--- src/hdl/ric_map.svh ---
`ifndef RIC_MAP_SVH
`define RIC_MAP_SVH

// ************************************************************
// clock and timing figures
// ************************************************************
`define RIC_CLK_KHZ      125000
`define RIC_MIN_HOLD_MS  150
`define RIC_MAX_HOLD_MS  4000
`define RIC_SHORT_MS     30000
`define RIC_FLASH_MS     500

// ************************************************************
// shared line time multiplex and debounce
// ************************************************************
`define RIC_MUX_RELEASE  8'hf0
`define RIC_MUX_SAMPLE   8'hff
`define RIC_DB_SAMPLES   4

// ************************************************************
// display patterns
// ************************************************************
`define RIC_SEG_ALL      7'h7f
`define RIC_SEG_NONE     7'h00

`endif

--- src/hdl/ric_pkg.sv ---
package ric_pkg;

   // ************************************************************
   // interlock states
   // ************************************************************
   typedef enum logic [1:0] {
      RIC_LOCKED = 2'b00,
      RIC_ON     = 2'b01,
      RIC_FAULT  = 2'b10
   } ric_state_t;

   // debounce state
   typedef struct packed {
      logic       sync1;
      logic       sync2;
      logic [1:0] agree;
      logic       level;
   } ric_db_t;

   // interlock controller state, outputs included
   typedef struct packed {
      ric_state_t  state;
      logic        sel_sync1;
      logic        sel_sync2;
      logic        lock_en;
      logic        btn_prev;
      logic        armed;
      logic        req_ok;
      logic [31:0] hold;
      logic [7:0]  mux;
      logic [31:0] flash_cnt;
      logic        flash;
      logic        out_a;
      logic        out_b;
      logic        line;
      logic        line_oe;
      logic        red;
      logic        yellow;
      logic        st_green;
      logic        st_red;
      logic [6:0]  seg;
      logic        fault;
   } ric_st_t;

endpackage

--- src/hdl/ric_top.sv ---
`timescale 1ns/1ns
`default_nettype none
`include "ric_map.svh"

// Operation
// - press and release 0.15-4 s unlocks
// - press of 4 s or more is discarded
// - line active 30 s gives fault lock
// - red lamp lit while locked, outputs off
// - yellow lamp when locked, clear and lock enabled
// - clear and not locked: green, outputs on
// - alignment display shows flashing segments
// - marginal beams flash green, lost beam red
// - trip or power fail returns to locked
// - shared line is button and inverse lamp
module ric_top
   import ric_pkg::*;
#(
   parameter logic [31:0] MIN_HOLD_CYC = 32'(64'(`RIC_MIN_HOLD_MS) * 64'(`RIC_CLK_KHZ)),
   parameter logic [31:0] MAX_HOLD_CYC = 32'(64'(`RIC_MAX_HOLD_MS) * 64'(`RIC_CLK_KHZ)),
   parameter logic [31:0] SHORT_CYC    = 32'(64'(`RIC_SHORT_MS) * 64'(`RIC_CLK_KHZ)),
   parameter logic [31:0] FLASH_CYC    = 32'(64'(`RIC_FLASH_MS) * 64'(`RIC_CLK_KHZ))
) (
   input  wire logic       clk_i,
   input  wire logic       rst_b_i,
   input  wire logic       reset_button_line_i,     // shared line level at the pin
   input  wire logic       interlock_select_input_i,// select pin level
   input  wire logic       field_clear_i,           // all beams received
   input  wire logic       marginal_align_i,        // beams received but weak
   input  wire logic       power_fail_i,            // supply monitor trips
   input  wire logic       align_display_en_i,      // alignment display active
   output logic            safety_output_a_o,
   output logic            safety_output_b_o,
   output logic            reset_button_line_o,     // lamp drive level
   output logic            reset_button_line_oe_o,  // lamp driving the line
   output logic            red_lamp_o,
   output logic            yellow_lamp_o,
   output logic            status_green_o,          // first status lamp green
   output logic            status_red_o,            // first status lamp red
   output logic [6:0]      segment_o,
   output logic            interlock_fault_o,
   output logic            restart_lock_function_o  // lock mode in force
);

   ric_st_t st_ff;      // registered state
   ric_st_t nxt_st;     // next state
   logic    sample_w;   // line released and settled
   logic    btn_w;      // debounced button level
   logic    rise_w;     // press edge
   logic    fall_w;     // release edge
   logic    on_w;       // next state is ON

   // ************************************************************
   // button conditioning
   // ************************************************************
   assign sample_w = (st_ff.mux == `RIC_MUX_SAMPLE);

   ric_debounce u_db (
      .clk_i    (clk_i),
      .rst_b_i  (rst_b_i),
      .pin_i    (reset_button_line_i),
      .sample_i (sample_w),
      .level_o  (btn_w)
   );

   assign rise_w = btn_w & ~st_ff.btn_prev;
   assign fall_w = ~btn_w & st_ff.btn_prev;

   // ************************************************************
   // interlock sequencing and indicators
   // ************************************************************
   always_comb begin
      nxt_st           = st_ff;
      nxt_st.sel_sync1 = interlock_select_input_i;
      nxt_st.sel_sync2 = st_ff.sel_sync1;
      nxt_st.mux       = st_ff.mux + 8'h01;
      nxt_st.btn_prev  = btn_w;

      // select is read only while the lamp is off the line and nobody presses,
      // since a bridged select would otherwise see the lamp drive as enable
      if (sample_w && !btn_w) begin
         nxt_st.lock_en = st_ff.sel_sync2;
      end

      // a button held at power-up still counts, since the debounced level starts low from reset
      if (!btn_w) begin
         nxt_st.armed = 1'b1;
      end
      if (rise_w) begin
         nxt_st.req_ok = st_ff.armed;
      end

      // press duration, saturating so the fault check sees a stable value
      if (btn_w) begin
         if (st_ff.hold != SHORT_CYC) begin
            nxt_st.hold = st_ff.hold + 32'h1;
         end
         if (st_ff.hold >= MAX_HOLD_CYC - 32'h1) begin
            nxt_st.req_ok = 1'b0;
         end
      end else begin
         nxt_st.hold = 32'h0;
      end

      // shared blink base for lamp and display
      if (st_ff.flash_cnt >= FLASH_CYC - 32'h1) begin
         nxt_st.flash_cnt = 32'h0;
         nxt_st.flash     = ~st_ff.flash;
      end else begin
         nxt_st.flash_cnt = st_ff.flash_cnt + 32'h1;
      end

      unique case (st_ff.state)
         RIC_LOCKED: begin
            if (field_clear_i && !power_fail_i) begin
               if (!st_ff.lock_en) begin
                  nxt_st.state = RIC_ON;
               end else if (fall_w && st_ff.req_ok && st_ff.hold >= MIN_HOLD_CYC
                            && st_ff.hold < MAX_HOLD_CYC) begin
                  nxt_st.state = RIC_ON;
               end
            end
         end
         RIC_ON: begin
            if (!field_clear_i || power_fail_i) begin
               nxt_st.state = RIC_LOCKED;
            end
         end
         RIC_FAULT: begin
            // only a reset leaves the fault lock
            nxt_st.state = RIC_FAULT;
         end
         default: begin
            nxt_st.state = RIC_LOCKED;
         end
      endcase

      // a line stuck active is a short to the supply, whatever the state
      if (st_ff.state != RIC_FAULT && btn_w && st_ff.hold == SHORT_CYC - 32'h1) begin
         nxt_st.state = RIC_FAULT;
      end

      on_w            = (nxt_st.state == RIC_ON);
      nxt_st.out_a    = on_w;
      nxt_st.out_b    = on_w;
      nxt_st.line     = ~on_w;
      // lamp lets go of the line briefly so the button can be read
      nxt_st.line_oe  = ~on_w && (nxt_st.mux < `RIC_MUX_RELEASE);
      nxt_st.red      = ~on_w;
      nxt_st.yellow   = (nxt_st.state == RIC_LOCKED) && field_clear_i && nxt_st.lock_en;
      nxt_st.fault    = (nxt_st.state == RIC_FAULT);
      nxt_st.st_green = field_clear_i && !nxt_st.fault &&
                        (marginal_align_i ? nxt_st.flash : on_w);
      nxt_st.st_red   = !field_clear_i || nxt_st.fault ||
                        (!on_w && !marginal_align_i);
      nxt_st.seg      = (align_display_en_i && nxt_st.flash) ? `RIC_SEG_ALL : `RIC_SEG_NONE;
   end

   // state register; lock mode defaults to enabled, the safe side
   always_ff @(posedge clk_i or negedge rst_b_i) begin
      if (!rst_b_i) begin
         st_ff         <= '0;
         st_ff.lock_en <= 1'b1;
         st_ff.line    <= 1'b1;
         st_ff.red     <= 1'b1;
         st_ff.st_red  <= 1'b1;
      end else begin
         st_ff <= nxt_st;
      end
   end

   assign safety_output_a_o       = st_ff.out_a;
   assign safety_output_b_o       = st_ff.out_b;
   assign reset_button_line_o     = st_ff.line;
   assign reset_button_line_oe_o  = st_ff.line_oe;
   assign red_lamp_o              = st_ff.red;
   assign yellow_lamp_o           = st_ff.yellow;
   assign status_green_o          = st_ff.st_green;
   assign status_red_o            = st_ff.st_red;
   assign segment_o               = st_ff.seg;
   assign interlock_fault_o       = st_ff.fault;
   assign restart_lock_function_o = st_ff.lock_en;
endmodule // ric_top
`default_nettype wire

--- src/hdl/ric_debounce.sv ---
`timescale 1ns/1ns
`default_nettype none
`include "ric_map.svh"

module ric_debounce
   import ric_pkg::*;
#(
   parameter int DB_SAMPLES = `RIC_DB_SAMPLES
) (
   input  wire logic clk_i,
   input  wire logic rst_b_i,
   input  wire logic pin_i,      // raw shared line level
   input  wire logic sample_i,   // line is undriven, take a sample
   output logic      level_o     // debounced button level
);

   ric_db_t st_ff;   // registered state
   ric_db_t nxt_st;  // next state

   // ************************************************************
   // two-flop synchroniser, then a run of agreeing samples
   // ************************************************************
   always_comb begin
      nxt_st       = st_ff;
      nxt_st.sync1 = pin_i;
      nxt_st.sync2 = st_ff.sync1;
      if (sample_i) begin
         // contact bounce restarts the run, so short spikes never flip the level
         if (st_ff.sync2 != st_ff.level) begin
            if (st_ff.agree == 2'(DB_SAMPLES - 1)) begin
               nxt_st.level = st_ff.sync2;
               nxt_st.agree = 2'h0;
            end else begin
               nxt_st.agree = st_ff.agree + 2'h1;
            end
         end else begin
            nxt_st.agree = 2'h0;
         end
      end
   end

   // state register
   always_ff @(posedge clk_i or negedge rst_b_i) begin
      if (!rst_b_i) begin
         st_ff <= '0;
      end else begin
         st_ff <= nxt_st;
      end
   end

   assign level_o = st_ff.level;

endmodule // ric_debounce
`default_nettype wire

--- config.mk ---
export PLATFORM = sky130hd
export DESIGN_NAME = ric_top
export DESIGN_NICKNAME = d
export VERILOG_FILES = /design/src/hdl/ric_pkg.sv /design/src/hdl/ric_top.sv /design/src/hdl/ric_debounce.sv
export VERILOG_INCLUDE_DIRS = /design/src /design/src/hdl
export SDC_FILE = /design/constraint.sdc
export NUM_CORES = 1
export LEC_CHECK = 0
export BUFFER_PORTS_ARGS = -buffer_cell sky130_fd_sc_hd__buf_4
export CORE_MARGIN = 10
export CORE_UTILIZATION = 45
export CTS_BUF_LIST = sky130_fd_sc_hd__clkbuf_2
export CTS_CLUSTER_SIZE = 30
export DETAILED_ROUTE_END_ITERATION = 12
export GPL_TIMING_DRIVEN = 0
export SLEW_MARGIN = 0
export SYNTH_ARGS = -nofsm -noshare
export SYNTH_HDL_FRONTEND = slang
export SYNTH_SLANG_ARGS = --single-unit
--- constraint.sdc ---
create_clock -name clk_i -period 2.3 [get_ports clk_i]
set_input_delay 0.115 -clock clk_i [delete_from_list [all_inputs] [get_ports clk_i]]
set_output_delay 0.115 -clock clk_i [all_outputs]
set_load 0.03 [all_outputs]
==> impl_metrics.tcl, run 1 <==
set metrics [dict create \
    cts_tree "yes" \
    dp_hpwl_um 6140 \
    p_int_mw 2.09 \
    final_nets 499 \
    cts_buffers 9 \
    power_density_mw_per_mm2 552 \
    yosysWarningCount 0 \
    endpoint_kind "flip-flop" \
    grt_overflow 0 \
    ctsHtreeMaxLevel 3 \
    cp_top_family "simple AND/OR/NAND/NOR gates" \
    finalCritPeriodShare 0.913 \
    p_leak_nw 2.25 \
    path_class "reg -> reg" \
    post-place-ws_ps 74.5 \
    cts.sinks 94 \
    use_met2 0.190 \
    p_sw_uw 793 \
    max_cap_violations 0 \
    syn_area_mm2 0.00462 \
    routed_wl_um 8670 \
    status "completed" \
    synth_compound_area_frac 0.0622 \
    slowest_delay_ps 460 \
    port-buffer-count 24 \
    crit_required_ps 2810 \
    area_delta_synth_final_pct 12.7 \
    synth_xor_area_frac 0.112 \
    synth_fa_ha_area_frac 0.0135 \
    drive_gt1_frac 0.163 \
    grt_max_degree 95 \
    synth-simple-area-share 0.259 \
    finalSetupTns_ps 0 \
    fin_ws_ps 201 \
    vdd_ir_drop_max_uv 305 \
    dieHeight_um 121 \
    io_pins 25 \
    grt_use_met3 0.0223 \
    grt_most_used_layer "met2" \
    crit_arrival_ps 2610 \
    worstPathBufferInverterCount 1 \
    crit_chain "buf_2 -> nand4_1 -> nor4b_4 -> and3_1 -> nand3_1 -> xnor2_1 -> and2_1" \
    synthMuxAreaShare 0.00703 \
    viasPerCell 4.97 \
    clk_pin_slew_ps 270 \
    rows 36 \
    post-route-drc-count 0 \
    hold_violations 0 \
    yosys_most_used_dff "dfrtp_1" \
    layout_min_cycle_time_ps 2100 \
    n_antenna_cell 0 \
    pwr-share-clk 0.309 \
    vias 3103 \
    grt_use_met1 0.180 \
    drv_slew 0 \
    tightest_slew_ps 1160 \
    grt_pass1_vias 3282 \
    fmax_mhz 476 \
    insertion_delay_ps 570 \
    grt_pass1_wl_um 15700 \
    grt_setup_unrepaired "no" \
    clock_skew_ps 28.5 \
    setup_viol 0 \
    synth_edf_count 0 \
    track_usage 0.129 \
    hold_class "in -> reg" \
    firstDrtPassIters 4 \
    cp-start-kind "flip-flop" \
    top_regs "st_ff (79), u_db.st_ff (3)" \
    cts-root-buf "clkbuf_2" \
    start_util 0.467 \
    crit_fanout 9 \
    largest_register "st_ff" \
    die-area_mm2 0.0147 \
    gp_congestion 0.800 \
    p_sw_frac 0.276 \
    die_x_um 121 \
    antenna_found_initial 0 \
    syn_avg_cell_area_um2 10.6 \
    ant_nets 0 \
    ys_types 65 \
    core_mm2 0.00991 \
    clockBufferDepth 2 \
    synth-seq-area-share 0.509 \
    power_frac_seq 0.592 \
    synth_top_family_by_area "simple AND/OR/NAND/NOR gates" \
    slew_headroom 0.229 \
    largest_reg_flops 79 \
    post_drt_wl_per_cell_um 13.9 \
    synthesis.instances 438 \
    slowest_stage "nor4b_4" \
    fillerInstances 921 \
    synth_async_sr_flop_share 1.00 \
    first_iter_violations 185 \
    comb_power_share 0.099 \
    ys_ff_latch 94 \
]
per-stage QoR:
step / std cells / area [µm²] / total power [mW] / util / hold slack [ps]
after global placement: 600 / 4990 / 2.01 / 0.504 / 226
after CTS: 623 / 5200 / 2.93 / 0.524 / 115
final: 624 / 5210 / 2.88 / 0.526 / 164
after detailed placement: 600 / 4990 / 2.02 / 0.504 / 227
after floorplan: 443 / 4640 / 1.89 / - / -181
after global routing: 624 / 5210 / 3.01 / 0.526 / 113
Yosys cell counts, drive strengths merged (2+ instances only):
cell | n | area, µm²
nand4 | 16 | 106
nor2 | 45 | 179
dfstp | 3 | 78.8
and4 | 3 | 26.3
nor4 | 11 | 98.8
a21oi | 3 | 15.0
nand2 | 32 | 125
a211o | 2 | 17.5
nand2b | 4 | 25.0
ha | 5 | 62.6
o21a | 2 | 15.0
a31o | 3 | 26.3
a31oi | 3 | 33.8
inv | 10 | 37.5
xnor2 | 37 | 324
nand3 | 26 | 130
dfrtp | 91 | 2280
a21o | 3 | 22.5
and2 | 29 | 181
nor4b | 2 | 32.5
clkbuf | 6 | 25.0
nor3 | 10 | 60.1
a21boi | 2 | 15.0
o211ai | 2 | 15.0
and3b | 2 | 18.8
o21ai | 7 | 38.8
buf | 15 | 104
mux2 | 2 | 22.5
xor2 | 22 | 193
and3 | 12 | 75.1
or3 | 6 | 37.5
nor2b | 4 | 25.0
layout make-up:
| type | instances | area, µm² | area share |
|---|---|---|---|
| tap | 133 | 166 | 0.0319 |
| timing repair buffer | 32 | 258 | 0.0495 |
| sequential | 94 | 2360 | 0.452 |
| multi-input combinational | 318 | 2130 | 0.408 |
| clock inverter | 7 | 92.6 | 0.0178 |
| inverter | 10 | 37.5 | 0.00720 |
| clock buffer | 9 | 45.0 | 0.00864 |
| buffer | 21 | 129 | 0.0247 |
placed cells by master (no fill, tap or decap), drive strengths merged, types with 2 or more instances in the layout:
master / instances
and3b: 2
and2: 29
clkbuf: 15
conb: 6
o21a: 2
a21o: 3
a211o: 2
nand4: 16
a21boi: 2
nand3: 26
inv: 12
nor4b: 2
nor3: 10
nand2: 32
or3: 6
o21ai: 7
xor2: 22
clkinv: 4
ha: 5
xnor2: 37
nor2b: 4
mux2: 2
dlygate4sd3: 7
a21oi: 3
and4: 3
and3: 12
dfrtp: 91
a31o: 3
a31oi: 3
buf: 40
o211ai: 2
nand2b: 4
nor4: 11
nor2: 45
dfstp: 3
layer usage:
layer | vias up | routed length [µm]
met3 | 11 | 256
met4 | 0 | 163
met2 | 35 | 3800
met5 | - | 0
li1 | 1585 | -
met1 | 1472 | 4450
final timing paths:
path | start | end | slack [ps] | cells past startpoint
worst max-delay path | st_ff[64] | st_ff[84] | 200 | 7
worst min-delay path | interlock_select_input_i | nxt_st[93] | 160 | 2
worst max register to register | st_ff[64] | st_ff[84] | 200 | 7
worst min register to register | nxt_st[93] | st_ff[93] | 390 | 0
max in group asynchronous | rst_b_i | st_ff[68] | 1310 | 2
min in group asynchronous | rst_b_i | st_ff[31] | 280 | 2
power groups by stage:
stage | Sequential (mW) | Combinational, mW | Clock [mW]
2_1_floorplan | 1.74 | 0.147 | 0
3_3_place_gp | 1.73 | 0.281 | 0
3_5_place_dp | 1.73 | 0.282 | 0
4_1_cts | 1.71 | 0.292 | 0.930
5_1_grt | 1.71 | 0.309 | 0.989
6_report | 1.70 | 0.285 | 0.889
repair_timing:
item	CTS	global route
resized for setup	0	1
hold endpoints to repair	100	0
setup buffers	0	1
hold buffers	7	0
setup endpoints to repair	0	12
cells by family (layout without fill, tap and decap cells):
group,Yosys count,in the layout
DFF,94,94
muxes,3,3
adders and majority gates,5,5
buffers and inverters,31,79
AOI/OAI and AO/OA,35,35
other,1,6
xor gates and xnor gates,59,59
and+or+nand+nor,210,210
Power figures use the tool's default switching activity.
==> inputs of run 2 (changes only) <==
CAP_MARGIN = 10   (was unset)
CORE_UTILIZATION = 60   (was 45)
CTS_BUF_LIST = unset   (was sky130_fd_sc_hd__clkbuf_2)
PLACE_DENSITY = 0.78   (was unset)
==> run 2 against run 1 <==
  * Total power is 10% higher
  * Flip-flop and latch count stayed put
  * Count of clock-buffer cells in the layout stayed put
  * Highest routed layer unchanged
  * Utilization is 19 points higher
  * Critical path type unchanged
  * Global-route usage is 3.2 points higher
  * Clock power is 34% higher
  * Design area is 1.3% higher
  * Sequential share of layout area is 0.59 points lower
  * Critical endpoint is now st_ff[88]
  * Setup slack worse by 9.9 ps
==> impl_metrics.tcl, run 2 (synthesized netlist as in run 1, its figures left out) <==
set metrics [dict create \
    clock_skew_ps 10.9 \
    fmax_mhz 474 \
    firstDrtPassIters 6 \
    utilization 0.716 \
    final_cell_mix "91 x dfrtp_1, 43 x nor2_1, 37 x xnor2_1, 37 x buf_4, 30 x nand2_1" \
    comb_power_share 0.090 \
    largest_register "st_ff" \
    crit_required_ps 2560 \
    endpoint_kind "flip-flop" \
    grt_setup_unrepaired "no" \
    post-route-drc-count 0 \
    crit_arrival_ps 2370 \
    io_pins 25 \
    insertion_delay_ps 370 \
    largest_reg_flops 79 \
    drv_slew 0 \
    p_leak_nw 2.30 \
    port-buffer-count 24 \
    grt_max_degree 95 \
    setup_viol 0 \
    crit_fanout 9 \
    cts_buffers 9 \
    hold_violations 0 \
    cp-start-kind "flip-flop" \
    grt_pass1_vias 3192 \
    area_delta_synth_final_pct 14.2 \
    grt_pass1_wl_um 15200 \
    first_iter_violations 202 \
    antenna_found_initial 0 \
    power_frac_seq 0.535 \
    cts.sinks 94 \
    p_int_mw 2.35 \
    max_cap_violations 0 \
    pwr-share-clk 0.375 \
    rows 31 \
    clk_pin_slew_ps 100 \
    die-area_mm2 0.0116 \
    vdd_ir_drop_max_uv 358 \
    hold_class "in -> reg" \
    ant_nets 0 \
    drive_gt1_frac 0.171 \
    final_common_cell "dfrtp_1" \
    core_mm2 0.00737 \
    die_x_um 108 \
    track_usage 0.161 \
    n_antenna_cell 0 \
    gp_congestion 0.844 \
    grt_overflow 0 \
    post_drt_wl_per_cell_um 15.0 \
    final_nets 500 \
    routed_wl_um 8890 \
    viasPerCell 5.52 \
    p_total_mw 3.17 \
    status "completed" \
    dp_hpwl_um 6230 \
    cts-root-buf "clkbuf_8" \
    clockBufferDepth 2 \
    layout_min_cycle_time_ps 2110 \
    tightest_slew_ps 650 \
    path_class "reg -> reg" \
    ctsHtreeMaxLevel 3 \
    finalCritPeriodShare 0.917 \
    finalSetupTns_ps 0 \
    slew_headroom 0.563 \
    vias 3264 \
    p_sw_uw 829 \
    start_util 0.628 \
    top_regs "st_ff (79), u_db.st_ff (3)" \
    cts_tree "yes" \
    p_sw_frac 0.261 \
    power_density_mw_per_mm2 601 \
    dieHeight_um 108 \
]
-- run 2: cell types whose count changed in the layout (fill, tap and decap cells not counted), sizes merged --
cell / before / now
dlygate4sd3: 7 / 5
inv: 12 / 15
buf: 40 / 43
clkinv: 4 / 1
-- run 2: final timing paths --
check	to	slack, ps	from	cells after the start
max	st_ff[88]	190	st_ff[64]	7
min	status_red_o	130	field_clear_i	4
max reg2reg	st_ff[88]	190	st_ff[64]	7
min reg2reg	u_db.st_ff[3]	380	u_db.nxt_st[3]	0
max in group asynchronous	restart_lock_function_o	1390	rst_b_i	3
min in group asynchronous	st_ff[30]	240	rst_b_i	2
-- run 2: stage by stage --
stage	std cells	hold slack [ps]	cell area, µm²	setup WS (ps)
after floorplan	443	-181	4640	420
after global placement	566	225	4950	94.2
after detailed placement	566	225	4950	1.56
after CTS	586	14.3	5210	63.3
after global routing	591	125	5280	26.5
final	591	129	5280	191
-- run 2: layout make-up --
class | instances | area [µm²]
buffer | 21 | 129
clock buffer | 9 | 124
inverter | 10 | 37.5
multi-input combinational | 318 | 2130
sequential | 94 | 2360
fill | 544 | 2090
tap | 99 | 124
clock inverter | 7 | 97.6
timing repair buffer | 33 | 280
-- run 2: per-layer routing --
layer | global-route usage | share of wire
met1 | 0.209 | 0.47
met2 | 0.257 | 0.48
met3 | 0.0365 | 0.044
met4 | 0.0563 | 0.012
met5 | 0 | 0
-- run 2: critical path: stages, from the launching register on --
cell and delay [ps]:
dfrtp_1 330, buf_2 190, nand4_1 270, nor4b_4 460, and3_1 320, nand3_1 120, xnor2_1 150, and2_1 160
-- run 2: power groups by stage --
stage               combinational (mW)  clock [mW]  sequential (mW)
floorplan                        0.147           0             1.74
global placement                 0.275           0             1.73
detailed placement               0.277           0             1.73
CTS                              0.283        1.22             1.70
global route                     0.308        1.28             1.71
finish                           0.285        1.19             1.70
-- run 2: repair_timing --
item,CTS,global route
setup buffers,0,3
hold buffers,4,1
gates resized for setup,0,2
setup endpoints to repair,1,7
pin swaps,1,1
hold endpoints to repair,4,34
